--- src/vic_defines.svh ---
// Purpose: Named constants of the vectored interrupt controller
// Assumes: Included by the controller, its assertions and the test bench
// Notes:   Offsets are byte addresses on the register bus
`ifndef VIC_DEFINES_SVH
`define VIC_DEFINES_SVH

`define VIC_NUM_SLOTS      15
`define VIC_IDX_W          4
`define VIC_VEC_W          16
// Vector layout
`define VIC_RESET_VEC      16'h0000
`define VIC_VEC_BASE       16'h0003
`define VIC_VEC_SHIFT      3
// Slot classes
`define VIC_RSVD_MASK      15'h2300
`define VIC_HWCLR_MASK     15'h000F
// Register offsets
`define VIC_OFF_EN_A       8'h00
`define VIC_OFF_EN_B       8'h04
`define VIC_OFF_PRI_A      8'h08
`define VIC_OFF_PRI_B      8'h0C
`define VIC_OFF_PEND       8'h10
`define VIC_OFF_STAT       8'h14
// Reset values
`define VIC_EN_A_RST       8'h00
`define VIC_EN_B_RST       8'h00
`define VIC_PRI_A_RST      8'h00
`define VIC_PRI_B_RST      8'h00
`define VIC_PEND_RST       15'h0000
// Fields
`define VIC_GIE_BIT        7
`define VIC_PRI_A_FIXED    8'h80
// Timing
`define VIC_CALL_CYCLES    3'h4
`define VIC_CNT_ONE        3'h1
// Bus answers
`define VIC_RESP_OKAY      2'h0
`define VIC_RESP_SLVERR    2'h2

`endif

--- src/vic_pkg.sv ---
// Purpose: Types of the vectored interrupt controller
// Assumes: Nothing
// Notes:   Constants live in vic_defines.svh
package vic_pkg;

   typedef enum logic [0:0]
   {
      VIC_IDLE = 1'b0,
      VIC_CALL = 1'b1
   } vic_state_t;

endpackage : vic_pkg

--- src/vic_ctrl.sv ---
// Purpose: Two-level vectored interrupt controller with AXI4-Lite registers
// Assumes: CPU pulses instr_done at each instruction boundary
// Notes:   Vector call is timed here; CPU follows call_busy/call_vector
`timescale 1ns/1ps
`include "vic_defines.svh"

module vic_ctrl
(
   input  wire logic                        clk,
   input  wire logic                        rst_n,
   // AXI4-Lite slave
   input  wire logic [7:0]                  s_axi_awaddr,
   input  wire logic                        s_axi_awvalid,
   output logic                             s_axi_awready,
   input  wire logic [31:0]                 s_axi_wdata,
   input  wire logic [3:0]                  s_axi_wstrb,
   input  wire logic                        s_axi_wvalid,
   output logic                             s_axi_wready,
   output logic [1:0]                       s_axi_bresp,
   output logic                             s_axi_bvalid,
   input  wire logic                        s_axi_bready,
   input  wire logic [7:0]                  s_axi_araddr,
   input  wire logic                        s_axi_arvalid,
   output logic                             s_axi_arready,
   output logic [31:0]                      s_axi_rdata,
   output logic [1:0]                       s_axi_rresp,
   output logic                             s_axi_rvalid,
   input  wire logic                        s_axi_rready,
   // Peripheral flag-set events, one per ordered slot
   input  wire logic [`VIC_NUM_SLOTS-1:0]   src_event,
   // CPU core
   input  wire logic                        instr_done,
   input  wire logic                        reti_done,
   output logic                             call_busy,
   output logic                             call_done,
   output logic [`VIC_VEC_W-1:0]            call_vector,
   output vic_pkg::vic_state_t              call_state,
   output logic                             active_low,
   output logic                             active_high,
   output logic [`VIC_NUM_SLOTS-1:0]        pending
);
   import vic_pkg::*;

   // -------------------------------------------------------------------
   // Declarations
   // -------------------------------------------------------------------
   logic [7:0]                  enable_reg_a;
   logic [7:0]                  enable_reg_b;
   logic [7:0]                  priority_select_reg_a;
   logic [7:0]                  priority_select_reg_b;
   logic                        global_irq_enable;
   logic [`VIC_NUM_SLOTS-1:0]   en_slot;
   logic [`VIC_NUM_SLOTS-1:0]   pri_slot;
   logic [`VIC_NUM_SLOTS-1:0]   eligible;
   logic [`VIC_NUM_SLOTS-1:0]   hi_req;
   logic [`VIC_NUM_SLOTS-1:0]   lo_req;
   logic                        next_sel_valid;
   logic                        next_sel_high;
   logic [`VIC_IDX_W-1:0]       next_sel_idx;
   logic                        sel_valid;
   logic                        sel_high;
   logic [`VIC_IDX_W-1:0]       sel_idx;
   logic                        take_call;
   logic [2:0]                  call_cnt;
   logic [`VIC_NUM_SLOTS-1:0]   hw_clear;
   // Bus
   logic                        aw_held;
   logic                        w_held;
   logic [7:0]                  aw_addr;
   logic [31:0]                 w_data;
   logic [3:0]                  w_strb;
   logic                        do_write;
   logic                        pend_write;
   logic                        wr_hit;
   logic [31:0]                 rd_word;
   logic                        rd_hit;

   assign global_irq_enable = enable_reg_a[`VIC_GIE_BIT];

   // -------------------------------------------------------------------
   // Slot mapping
   // -------------------------------------------------------------------
   // Reserved slots 8, 9 and 13 carry constant zero
   assign en_slot  = {enable_reg_b[7], 1'b0, enable_reg_b[5:3], 2'b00,
                      enable_reg_b[0], enable_reg_a[6:0]};
   assign pri_slot = {priority_select_reg_b[7], 1'b0,
                      priority_select_reg_b[5:3], 2'b00,
                      priority_select_reg_b[0],
                      priority_select_reg_a[6:0]};

   // -------------------------------------------------------------------
   // Request filter and priority decode
   // -------------------------------------------------------------------
   // Disabled or globally masked flags stay pending but are not seen
   assign eligible = pending & en_slot & ~`VIC_RSVD_MASK
                     & {`VIC_NUM_SLOTS{global_irq_enable}};

   always_comb
   begin
      hi_req = eligible & pri_slot;
      lo_req = eligible & ~pri_slot;
      if (active_high)
      begin
         hi_req = '0;
         lo_req = '0;
      end
      else if (active_low)
      begin
         lo_req = '0;
      end
   end

   always_comb
   begin
      next_sel_valid = 1'b0;
      next_sel_high  = 1'b0;
      next_sel_idx   = '0;
      // Descending scan so the lowest index is the last to win
      for (int i = `VIC_NUM_SLOTS - 1; i >= 0; i--)
      begin
         if (lo_req[i])
         begin
            next_sel_valid = 1'b1;
            next_sel_idx   = `VIC_IDX_W'(i);
         end
      end
      for (int i = `VIC_NUM_SLOTS - 1; i >= 0; i--)
      begin
         if (hi_req[i])
         begin
            next_sel_valid = 1'b1;
            next_sel_high  = 1'b1;
            next_sel_idx   = `VIC_IDX_W'(i);
         end
      end
   end

   // Decode snapshot for the status word only
   always_ff @(posedge clk or negedge rst_n)
   begin
      if (!rst_n)
      begin
         sel_valid <= 1'b0;
         sel_high  <= 1'b0;
         sel_idx   <= '0;
      end
      else
      begin
         sel_valid <= next_sel_valid & ~take_call;
         sel_high  <= next_sel_high;
         sel_idx   <= next_sel_idx;
      end
   end

   // -------------------------------------------------------------------
   // Call start
   // -------------------------------------------------------------------
   // This cycle's decode is the detect cycle; a second stage would
   // stretch the response. Never at the return itself, so the first
   // boundary after a return ends the one instruction run before it.
   assign take_call = (call_state == VIC_IDLE) && next_sel_valid
                      && instr_done && !reti_done;

   // -------------------------------------------------------------------
   // Vector call sequencer
   // -------------------------------------------------------------------
   always_ff @(posedge clk or negedge rst_n)
   begin
      if (!rst_n)
      begin
         call_state  <= VIC_IDLE;
         call_cnt    <= '0;
         call_vector <= `VIC_RESET_VEC;
      end
      else
      begin
         case (call_state)
            VIC_IDLE:
            begin
               if (take_call)
               begin
                  call_state  <= VIC_CALL;
                  call_cnt    <= `VIC_CNT_ONE;
                  call_vector <= `VIC_VEC_BASE
                     + {`VIC_VEC_W'(next_sel_idx) << `VIC_VEC_SHIFT};
               end
            end
            VIC_CALL:
            begin
               if (call_cnt == `VIC_CALL_CYCLES)
               begin
                  call_state <= VIC_IDLE;
               end
               else
               begin
                  call_cnt <= call_cnt + `VIC_CNT_ONE;
               end
            end
            default:
            begin
               call_state <= VIC_IDLE;
            end
         endcase
      end
   end

   assign call_busy = (call_state == VIC_CALL);
   assign call_done = call_busy && (call_cnt == `VIC_CALL_CYCLES);

   // -------------------------------------------------------------------
   // In-service levels
   // -------------------------------------------------------------------
   always_ff @(posedge clk or negedge rst_n)
   begin
      if (!rst_n)
      begin
         active_low  <= 1'b0;
         active_high <= 1'b0;
      end
      else if (take_call)
      begin
         if (next_sel_high)
         begin
            active_high <= 1'b1;
         end
         else
         begin
            active_low <= 1'b1;
         end
      end
      else if (reti_done)
      begin
         // Return ends the innermost routine, high nests over low
         if (active_high)
         begin
            active_high <= 1'b0;
         end
         else
         begin
            active_low <= 1'b0;
         end
      end
   end

   // -------------------------------------------------------------------
   // Pending flags
   // -------------------------------------------------------------------
   always_comb
   begin
      hw_clear = '0;
      if (take_call)
      begin
         hw_clear[next_sel_idx] = 1'b1;
      end
      hw_clear = hw_clear & `VIC_HWCLR_MASK;
   end

   // Events win over a software or hardware clear in the same cycle
   always_ff @(posedge clk or negedge rst_n)
   begin
      if (!rst_n)
      begin
         pending <= `VIC_PEND_RST;
      end
      else if (pend_write)
      begin
         // Vectoring clear still applies under a software write
         pending <= (w_data[`VIC_NUM_SLOTS-1:0] & ~`VIC_RSVD_MASK
                     & ~hw_clear)
                    | (src_event & ~`VIC_RSVD_MASK);
      end
      else
      begin
         pending <= (pending & ~hw_clear)
                    | (src_event & ~`VIC_RSVD_MASK);
      end
   end

   // -------------------------------------------------------------------
   // AXI4-Lite write channel
   // -------------------------------------------------------------------
   assign s_axi_awready = !aw_held && !s_axi_bvalid;
   assign s_axi_wready  = !w_held && !s_axi_bvalid;
   assign do_write      = aw_held && w_held && !s_axi_bvalid;
   assign wr_hit        = (aw_addr == `VIC_OFF_EN_A)
                          || (aw_addr == `VIC_OFF_EN_B)
                          || (aw_addr == `VIC_OFF_PRI_A)
                          || (aw_addr == `VIC_OFF_PRI_B)
                          || (aw_addr == `VIC_OFF_PEND);
   assign pend_write    = do_write && (aw_addr == `VIC_OFF_PEND)
                          && (&w_strb[1:0]);

   always_ff @(posedge clk or negedge rst_n)
   begin
      if (!rst_n)
      begin
         aw_held      <= 1'b0;
         w_held       <= 1'b0;
         aw_addr      <= '0;
         w_data       <= '0;
         w_strb       <= '0;
         s_axi_bvalid <= 1'b0;
         s_axi_bresp  <= `VIC_RESP_OKAY;
      end
      else
      begin
         if (s_axi_awvalid && s_axi_awready)
         begin
            aw_held <= 1'b1;
            aw_addr <= s_axi_awaddr;
         end
         if (s_axi_wvalid && s_axi_wready)
         begin
            w_held <= 1'b1;
            w_data <= s_axi_wdata;
            w_strb <= s_axi_wstrb;
         end
         if (do_write)
         begin
            aw_held      <= 1'b0;
            w_held       <= 1'b0;
            s_axi_bvalid <= 1'b1;
            s_axi_bresp  <= wr_hit ? `VIC_RESP_OKAY : `VIC_RESP_SLVERR;
         end
         else if (s_axi_bvalid && s_axi_bready)
         begin
            s_axi_bvalid <= 1'b0;
         end
      end
   end

   // Control registers, byte lane 0 only
   always_ff @(posedge clk or negedge rst_n)
   begin
      if (!rst_n)
      begin
         enable_reg_a          <= `VIC_EN_A_RST;
         enable_reg_b          <= `VIC_EN_B_RST;
         priority_select_reg_a <= `VIC_PRI_A_RST;
         priority_select_reg_b <= `VIC_PRI_B_RST;
      end
      else if (do_write && w_strb[0])
      begin
         case (aw_addr)
            `VIC_OFF_EN_A:  enable_reg_a          <= w_data[7:0];
            `VIC_OFF_EN_B:  enable_reg_b          <= w_data[7:0];
            `VIC_OFF_PRI_A: priority_select_reg_a <= w_data[7:0];
            `VIC_OFF_PRI_B: priority_select_reg_b <= w_data[7:0];
            default:        enable_reg_a          <= enable_reg_a;
         endcase
      end
   end

   // -------------------------------------------------------------------
   // AXI4-Lite read channel
   // -------------------------------------------------------------------
   always_comb
   begin
      rd_word = '0;
      rd_hit  = 1'b1;
      case (s_axi_araddr)
         `VIC_OFF_EN_A:  rd_word[7:0] = enable_reg_a;
         `VIC_OFF_EN_B:  rd_word[7:0] = enable_reg_b;
         // Top bit of the first priority register reads as one
         `VIC_OFF_PRI_A: rd_word[7:0] = priority_select_reg_a
                                        | `VIC_PRI_A_FIXED;
         `VIC_OFF_PRI_B: rd_word[7:0] = priority_select_reg_b;
         `VIC_OFF_PEND:  rd_word[`VIC_NUM_SLOTS-1:0] = pending;
         `VIC_OFF_STAT:  rd_word = {call_vector, 8'h00, sel_idx,
                                    sel_valid, call_busy,
                                    active_high, active_low};
         default:        rd_hit = 1'b0;
      endcase
   end

   assign s_axi_arready = !s_axi_rvalid;

   always_ff @(posedge clk or negedge rst_n)
   begin
      if (!rst_n)
      begin
         s_axi_rvalid <= 1'b0;
         s_axi_rdata  <= '0;
         s_axi_rresp  <= `VIC_RESP_OKAY;
      end
      else if (s_axi_arvalid && s_axi_arready)
      begin
         s_axi_rvalid <= 1'b1;
         s_axi_rdata  <= rd_word;
         s_axi_rresp  <= rd_hit ? `VIC_RESP_OKAY : `VIC_RESP_SLVERR;
      end
      else if (s_axi_rvalid && s_axi_rready)
      begin
         s_axi_rvalid <= 1'b0;
      end
   end

endmodule : vic_ctrl

--- config.mk ---
export PLATFORM = sky130hd
export DESIGN_NAME = vic_ctrl
export DESIGN_NICKNAME = d
export VERILOG_FILES = /design/src/vic_pkg.sv /design/src/vic_ctrl.sv
export VERILOG_INCLUDE_DIRS = /design/src /design/src/src
export SDC_FILE = /design/constraint.sdc
export NUM_CORES = 1
export LEC_CHECK = 0
export BUFFER_PORTS_ARGS = -buffer_cell sky130_fd_sc_hd__buf_2
export CELL_PAD_IN_SITES_DETAIL_PLACEMENT = 0
export CELL_PAD_IN_SITES_GLOBAL_PLACEMENT = 2
export CORE_MARGIN = 2
export CORE_UTILIZATION = 32
export DETAILED_ROUTE_END_ITERATION = 6
export GPL_ROUTABILITY_DRIVEN = 1
export PLACE_DENSITY = 0.8
export SETUP_SLACK_MARGIN = 0.2
export SLEW_MARGIN = 20
export SYNTH_ARGS = -nofsm -noshare
export SYNTH_HDL_FRONTEND = slang
export SYNTH_SLANG_ARGS = --single-unit
--- constraint.sdc ---
create_clock -name clk -period 3 [get_ports clk]
set_clock_uncertainty 0.2 [all_clocks]
set_input_delay 0.6 -clock clk [delete_from_list [all_inputs] [get_ports clk]]
set_output_delay 0.6 -clock clk [all_outputs]
set_load 0.005 [all_outputs]
==> metrics.txt, run 1 <==
WHS 0.0497 ns; Most Crowded Layer GR met2; Initial Util 32.4%; Die Area 17600 sq um; Post-Place Setup Slack 0.272 ns; Die Span Y 133 um; postcts setup bufs 0; worst path arrival time 2.62 ns; RD Place Congestion 0.874; Hold Fails Final Rpt 0; M1 GR Usage 21.5%; total number of vias 4007; Cell Area, Synth 5310 sq um; antenna violations before repair 0; flops & latches, synth 105; I/O pin count 153; max-cap violation count 0; count of cell types in the netlist 55; M2 GR Usage 26.0%; worst-skew pair later-pin latency 0.35 ns; fillers 1626; Worst setup EP type flop; worst vdd ir 0.364 mV; Hold Path Class input port to async pin; Num CTS Buffers 9; clk sink count 105; Max Freq 0.384 GHz; first-pass GRT wire length 21.8 mm; Pwr Total 4.04 mW; vias per cell 4.88; chip width 133 um; setup TNS 0 ns; CP cell instances or3b_4 > a41oi_1 > or4_1 > o31a_1 > o311a_4 > a41oi_1; post-layout util 38.8%; RSZ-0062 raised after global routing no; Slew headroom 44.5%; Slew Viols, Final 0; post-detail-place hpwl 10.4 mm; drt drc 0; GR Util met3 3.52%; YS warnings 0; clock slew at reported path FFs 0.07 ns; Finished Cell Area 6360 sq um; router iterations before antenna repair 4; diodes inserted 0; root buffer cell clkbuf_16; Antenna Nets Post-Route 0; Placement Rows 47; Syn Inst Count 489; critical path's top delay family compound AO/OA/AOI/OAI gates; H-tree lvl count 3; final period utilization 86.8%; CP Max Fanout 9; detailed-route wire length per cell 16.5 um; CP max stage delay 0.48 ns; IO buf count 101; Setup-failing EPs final 0; Total GRT Usage 15.9%; min Tclk post-route 2.60 ns; status complete, no violations; CTS Buffer Depth 2; sequential-to-total area share from yosys stat 49.5%; required time of the critical path 3.02 ns; cell mode on critical path a41oi_1; Tightest Pin Transition 0.830 ns; Startpoint Class flop; Pwr per Cell Area 635 nW/um^2; commonest register cell after synthesis dfrtp_1; Crit Path Category flop to flop; final WL 13.6 mm; placed cell area 6020 sq um; layout cells sized above 1 34.1%; area grow syn2layout 19.8%; TritonCTS clock tree built; Avg Inst Size Synth 10.9 sq um; fin cells 821; CP bufs+invs 0; total gr overflow 0; CTS Hold Bufs 0; Async SR Flop Fraction 100%; CTS resizes 0; final worst slack 0.397 ns; Pleak 2.96 nW; Slowest-stage cell, CP or3b_4; DP Cell Count 805; Iter 0 DRT Violations 148; core box area 16400 sq um; pin count of the biggest net entering global routing 49; Layout Nets 674; vias in the first global route 4018; number of flops mapped to enable cells by yosys 0
## cells in the final DEF (no fill, tap or decap), types with 3 or more instances in the layout
cell type	count
a211o_1	8
a211oi_1	6
a21o_1	3
a21oi_1	19
a21oi_2	4
a31oi_1	5
a41oi_1	6
and2_1	5
and3b_1	3
buf_2	100
buf_4	15
bufinv_16	3
clkbuf_16	9
conb_1	26
dfrtp_1	105
inv_1	14
mux2_2	59
mux2i_1	15
nand2_1	39
nand2b_1	4
nand3_1	22
nand3b_1	14
nor2_1	18
nor2b_1	15
nor3_1	5
o21ai_0	8
o21ai_1	18
o22ai_1	7
o31ai_1	3
or2_2	3
or3_1	3
## cells in the mapped netlist (4+ instances only)
library cell,count,area [sq um]
dfrtp_1,105,2630
mux2_2,59,664
nand2_1,39,146
buf_4,32,240
nand3_1,22,110
a21oi_1,19,95.1
nor2_1,18,67.6
o21ai_1,18,90.1
mux2i_1,15,150
nor2b_1,15,93.8
inv_1,14,52.6
nand3b_1,14,105
clkbuf_1,12,45.0
a211o_1,8,70.1
o21ai_0,8,40.0
o22ai_1,7,43.8
a211oi_1,6,45.0
a41oi_1,6,52.6
a31oi_1,5,31.3
and2_1,5,31.3
nor3_1,5,25.0
a21oi_2,4,35.0
nand2b_1,4,25.0
## flip-flops by register name (all words and copies together) (netlist names), 2 cells and up
register               flops
sel_idx                    4
w_data                    12
priority_select_reg_a      7
call_vector                5
enable_reg_a               8
call_cnt                   3
enable_reg_b               8
aw_addr                    8
s_axi_rdata               18
w_strb                     2
pending                   12
priority_select_reg_b      8
## logic make-up after synthesis
| family | after synthesis | synth area share, % |
|---|---|---|
| AND/OR/NAND/NOR | 146 | 15.1 |
| flip-flops | 105 | 49.5 |
| AO/OA/AOI/OAI | 100 | 12.7 |
| multiplexers | 75 | 15.5 |
| buffers and inverters | 60 | 6.64 |
| adder cells (fa/ha/maj) | 2 | 0.471 |
| other | 1 | 0.0706 |
## layout make-up
cell class | count | area, sq um | share of cell area [%]
repair buffers | 116 | 633 | 9.95
clock buffers | 9 | 225 | 3.54
flip-flops and latches | 105 | 2630 | 41.3
inverters | 15 | 56.3 | 0.885
well taps | 220 | 275 | 4.33
clock inverters | 7 | 118 | 1.85
multi-input cells | 349 | 2430 | 38.2
## worst paths after layout
path                                  from              end  slack (ns)  cells after the start
min                                  rst_n      call_cnt[2]        0.05                      1
min reg2reg                s_axi_rdata[11]  s_axi_rdata[11]        0.27                      2
max in group asynchronous            rst_n  enable_reg_b[6]        1.87                      2
max                        enable_reg_a[7]       pending[0]        0.40                      6
min in group clk              s_axi_bready     s_axi_bvalid        0.21                      2
max reg2reg                enable_reg_a[7]       pending[0]        0.40                      6
## where the power goes
part           leakage [nW]  total [mW]  internal (mW)  switching [mW]
sequential             1.33        1.95           1.69           0.262
combinational          1.46       0.751          0.405           0.346
clock                 0.170        1.34          0.817           0.524
## worst register-to-register path, cell delays in order, from the launching register on
cell and delay (ns):
dfrtp_1 0.44, or3b_4 0.48, a41oi_1 0.35, or4_1 0.25, o31a_1 0.34, o311a_4 0.29, a41oi_1 0.12
## routing by layer
| layer | vias to the layer above | routed length (um) |
|---|---|---|
| met5 | - | 0 |
| met3 | 12 | 701 |
| met2 | 116 | 6410 |
| li1 | 1937 | - |
| met1 | 1942 | 6320 |
| met4 | 0 | 144 |
Power figures use the tool's default switching activity.
==> run 2, diff against run 1 <==
Settings changed: RECOVER_POWER from default to 100, SLEW_MARGIN 20 to 10.
==> run 2 against run 1 <==
Effect of this change:
- wire length grew 0.21%
- clock-buffer cell count is the same
- via count shrank 0.40%
- highest routed layer unchanged
- worst hold slack gained 0.16 ns
- die area is the same
- clock power is essentially flat
==> metrics.txt, run 2 (synthesized netlist as in run 1, its figures left out) <==
status complete, no violations; Max Freq 0.384 GHz (-0.16%); max reg flops 18 (unchanged); hold_sp s_axi_bready; Slew Viols, Final 0 (unchanged); CP max stage delay 0.88 ns (+0.40 ns); Pwr Total 4.03 mW (-0.31%); vias per cell 4.86 (-0.40%); layout cells sized above 1 29.1% (-5.0 points); I/O pin count 153 (unchanged); Layout Nets 674 (unchanged); clk sink count 105 (unchanged); area grow syn2layout 18.2%; detailed-route wire length per cell 16.6 um (+0.21%); IO buf count 101 (unchanged); CTS resizes 0 (unchanged); antenna violations before repair 0 (unchanged); CP cell instances and3b_1 > nand4_1 > nor2_1 > clkbuf_1 > nor2b_1 > a211oi_1 > a41oi_1; Finished Cell Area 6280 sq um (-1.3%); DP Cell Count 805 (unchanged); Pwr per Cell Area 641 nW/um^2 (+1.0%); postcts setup bufs 0 (unchanged); root buffer cell clkbuf_16; clock slew at reported path FFs 0.07 ns (about the same); chip width 133 um (unchanged); Hold Fails Final Rpt 0 (unchanged); final WL 13.6 mm (+0.21%); Largest regs s_axi_rdata (18), pending (12), w_data (12); required time of the critical path 3.02 ns (about the same); worst-skew pair later-pin latency 0.35 ns (about the same); Iter 0 DRT Violations 133 (-10%); worst vdd ir 0.362 mV (-0.49%); CP bufs+invs 1 (+1); r2r setup slk 0.39 ns (about the same); final period utilization 86.9% (+0.14 points); fin cells 821 (unchanged); Setup-failing EPs final 0 (unchanged); Slew headroom 18.7% (-26 points); Pleak 2.87 nW (-3.1%); Worst Hold Endpoint s_axi_bvalid; RSZ-0062 raised after global routing no; Biggest register s_axi_rdata; Total GRT Usage 15.9% (unchanged); first-pass GRT wire length 21.8 mm (unchanged); placed cell area 6020 sq um (unchanged); Die Area 17600 sq um (unchanged); Die Span Y 133 um (unchanged); drt drc 0 (unchanged); most frequent cells in the layout dfrtp_1 (105), buf_2 (82), mux2_2 (59), nand2_1 (39), conb_1 (26); Critical R2R Launch s_axi_bvalid; core box area 16400 sq um (unchanged); pin count of the biggest net entering global routing 49 (unchanged); Crit Path Category flop to flop; RD Place Congestion 0.874 (unchanged); Slowest-stage cell, CP clkbuf_1; Antenna Nets Post-Route 0 (unchanged); min Tclk post-route 2.61 ns (+0.00423 ns); worst reg-to-reg path cell count 7 (+1); Initial Util 32.4% (unchanged); CTS Buffer Depth 2 (unchanged); Hold Path Class input port to flop; vias in the first global route 4018 (unchanged); max-cap violation count 0 (unchanged); Tightest Pin Transition 1.22 ns (+0.390 ns); critical path's top delay family buffers and inverters; Startpoint Class flop; TritonCTS clock tree built; total number of vias 3991 (-0.40%); CTS Hold Bufs 0 (unchanged); Placement Rows 47 (unchanged); most common cell after layout, fill and taps aside dfrtp_1; H-tree lvl count 3 (unchanged); setup TNS 0 ns (unchanged); r2r endpoint pending[1]; total gr overflow 0 (unchanged); worst path arrival time 2.63 ns (about the same); diodes inserted 0 (unchanged); Num CTS Buffers 9 (unchanged); hold path depth 2; router iterations before antenna repair 5 (+1); post-detail-place hpwl 10.4 mm (unchanged); CP Max Fanout 24 (+15); Worst setup EP type flop
run 2: area by class of cell:
class                   instances  area, sq um
clock buffers                   9          225
clock inverters                 7          118
fillers                      1650        10100
inverters                      15         56.3
multi-input cells             349         2400
flip-flops and latches        105         2630
well taps                     220          275
repair buffers                116          577
run 2: power breakdown:
| group | internal, mW | leakage, nW | total (mW) | switching (mW) |
|---|---|---|---|---|
| logic | 0.395 | 1.37 | 0.741 | 0.345 |
| registers | 1.69 | 1.33 | 1.95 | 0.262 |
| clock network | 0.817 | 0.170 | 1.34 | 0.522 |
| total | 2.90 | 2.87 | 4.03 | 1.13 |
run 2: routing by layer:
metal / track usage, % / routed length, um / vias up
li1: - / - / 1937
met1: 21.5 / 6450 / 1931
met2: 26.0 / 6360 / 110
met3: 3.52 / 657 / 13
met4: 4.12 / 144 / 0
met5: 0 / 0 / -
run 2: worst max path at each step:
stage	startpoint	endpoint	cells after the start	slack, ns
floorplan	active_high	pending[0]	7	0.71
global placement	enable_reg_a[7]	pending[3]	6	0.29
detailed placement	enable_reg_a[7]	pending[0]	6	0.27
CTS	enable_reg_a[7]	pending[0]	6	0.25
global route	aw_addr[1]	pending[1]	7	0.17
finish	s_axi_bvalid	pending[1]	7	0.39
run 2: through the flow:
step | hold WS [ns] | setup WS [ns] | utilization [%]
6_report | 0.214 | 0.393 | 38.3
4_1_cts | 0.0704 | 0.249 | 38.8
5_1_grt | 0.210 | 0.172 | 38.3
2_1_floorplan | 0.104 | 0.715 | -
3_3_place_gp | 0.257 | 0.295 | 36.7
3_5_place_dp | 0.260 | 0.272 | 36.7
==> run 3, diff against run 2 <==
Settings changed: PLACE_DENSITY 0.8 to 0.9.
==> run 3 against run 2 <==
Effect of this change:
- the flow now finishes with violations (max-capacitance violations, max-slew violations)
- wire length rose by 0.64%
- final cell count did not move
- fmax fell by 3.3%
- flip-flop and latch count did not move
- largest cell class unchanged
==> metrics.txt, run 3 (synthesized netlist as in run 1, its figures left out) <==
setup TNS 0 ns (unchanged); I/O pin count 153 (unchanged); Largest regs s_axi_rdata (18), pending (12), w_data (12); antenna violations before repair 0 (unchanged); layout cells sized above 1 27.6% (-1.5 points); drt drc 0 (unchanged); Slew headroom -3.82% (-23 points); clk sink count 105 (unchanged); clock slew at reported path FFs 0.08 ns (about the same); router iterations before antenna repair 4 (-1); Pwr per Cell Area 633 nW/um^2 (-1.3%); final period utilization 89.9% (+3.0 points); pin count of the biggest net entering global routing 50 (+2.0%); post-layout util 38.0% (-0.24 points); worst path arrival time 2.77 ns (+0.14 ns); status complete, but fails checks; vias in the first global route 4051 (+0.82%); total number of vias 4005 (+0.35%); vias per cell 4.88 (+0.35%); total gr overflow 0 (unchanged); chip width 133 um (unchanged); Startpoint Class flop; Num CTS Buffers 9 (unchanged); failing checks max-capacitance violations, max-slew violations; core box area 16400 sq um (unchanged); root buffer cell clkbuf_16; Placement Rows 47 (unchanged); first-pass GRT wire length 22.2 mm (+1.6%); CTS Buffer Depth 2 (unchanged); max-cap violation count 1 (+1); final WL 13.7 mm (+0.64%); Layout Nets 674 (unchanged); Biggest register s_axi_rdata; Iter 0 DRT Violations 296 (+120%); min Tclk post-route 2.70 ns (+0.0888 ns); Hold Fails Final Rpt 0 (unchanged); placed cell area 6010 sq um (-0.12%); Total GRT Usage 16.0% (+0.11 points); Initial Util 32.4% (unchanged); Setup-failing EPs final 0 (unchanged); Tightest Pin Transition 1.56 ns (+0.338 ns); Post-Place Setup Slack 0.316 ns (+0.0444 ns); Worst setup EP type flop; Finished Cell Area 6240 sq um (-0.64%); Die Area 17600 sq um (unchanged); RSZ-0062 raised after global routing no; worst vdd ir 0.515 mV (+42%); Max Freq 0.371 GHz (-3.3%); Hold Path Class input port to flop; Pleak 2.84 nW (-1.1%); Crit Path Category flop to flop; fillers 1676 (+1.6%); required time of the critical path 3.07 ns (+0.05 ns); max reg flops 18 (unchanged); Slew Viols, Final 28 (+28); Die Span Y 133 um (unchanged); RD Place Congestion 0.847 (-3.1%); IO buf count 101 (unchanged); most frequent cells in the layout dfrtp_1 (105), buf_2 (75), mux2_2 (59), nand2_1 (39), clkbuf_1 (29); most common cell after layout, fill and taps aside dfrtp_1; diodes inserted 0 (unchanged); H-tree lvl count 3 (unchanged); TritonCTS clock tree built; detailed-route wire length per cell 16.7 um (+0.64%); Antenna Nets Post-Route 0 (unchanged); final worst slack 0.304 ns (-0.0888 ns); post-detail-place hpwl 10.5 mm (+0.25%); area grow syn2layout 17.4%; CP Max Fanout 9 (-63%); worst-skew pair later-pin latency 0.36 ns (about the same)
[run 3: final cells by class]
| type | count | area, sq um | share of cell area, % |
|---|---|---|---|
| clock buffers | 10 | 239 | 3.83 |
| clock inverters | 6 | 78.8 | 1.26 |
| inverters | 15 | 56.3 | 0.903 |
| multi-input cells | 349 | 2380 | 38.2 |
| flip-flops and latches | 105 | 2630 | 42.1 |
| well taps | 220 | 275 | 4.41 |
| repair buffers | 116 | 581 | 9.31 |
[run 3: routing by layer]
metal | vias up | track usage, % | routed length (um)
li1 | 1937 | - | -
met5 | - | 0 | 0
met2 | 104 | 25.9 | 6460
met3 | 15 | 3.64 | 632
met4 | 0 | 3.94 | 183
met1 | 1949 | 21.9 | 6420
[run 3: worst paths after layout]
path | cells after the start | end | from | slack, ns
setup / recovery | 6 | pending[0] | enable_reg_a[7] | 0.30
hold / removal | 2 | s_axi_bvalid | s_axi_bready | 0.21
setup reg to reg | 6 | pending[0] | enable_reg_a[7] | 0.30
hold reg to reg | 2 | s_axi_rdata[11] | s_axi_rdata[11] | 0.27
max in group asynchronous | 3 | s_axi_rdata[3] | rst_n | 0.48
min in group asynchronous | 2 | w_data[4] | rst_n | 0.97
[run 3: what timing repair did]
item | CTS | global route
endpoints found under the hold margin | 26 | 0
setup endpoints to repair | 0 | 3
gates resized for setup | 0 | 1
setup buffers | 0 | 0
hold buffers | 1 | 0
[run 3: worst max-delay path, stage by stage (launching register included)]
cell     delay [ns]
dfrtp_1        0.44
or3b_4         0.33
a21oi_1        0.10
or4_1          0.64
o31a_1         0.44
o311a_1        0.22
a41oi_1        0.24
[run 3: where the power goes]
group	internal (mW)	leakage, nW	switching [mW]
clock network	0.691	0.158	0.565
registers	1.69	1.33	0.268
logic	0.398	1.35	0.344
total	2.77	2.84	1.18
[run 3: through the flow]
step           instances  total power, mW  hold WS, ns
4_1_cts              821             4.00        0.205
6_report             821             3.95        0.211
5_1_grt              821             4.19        0.205
3_5_place_dp         804             2.73        0.256
2_1_floorplan        514             2.47        0.104
3_3_place_gp         804             2.68        0.253
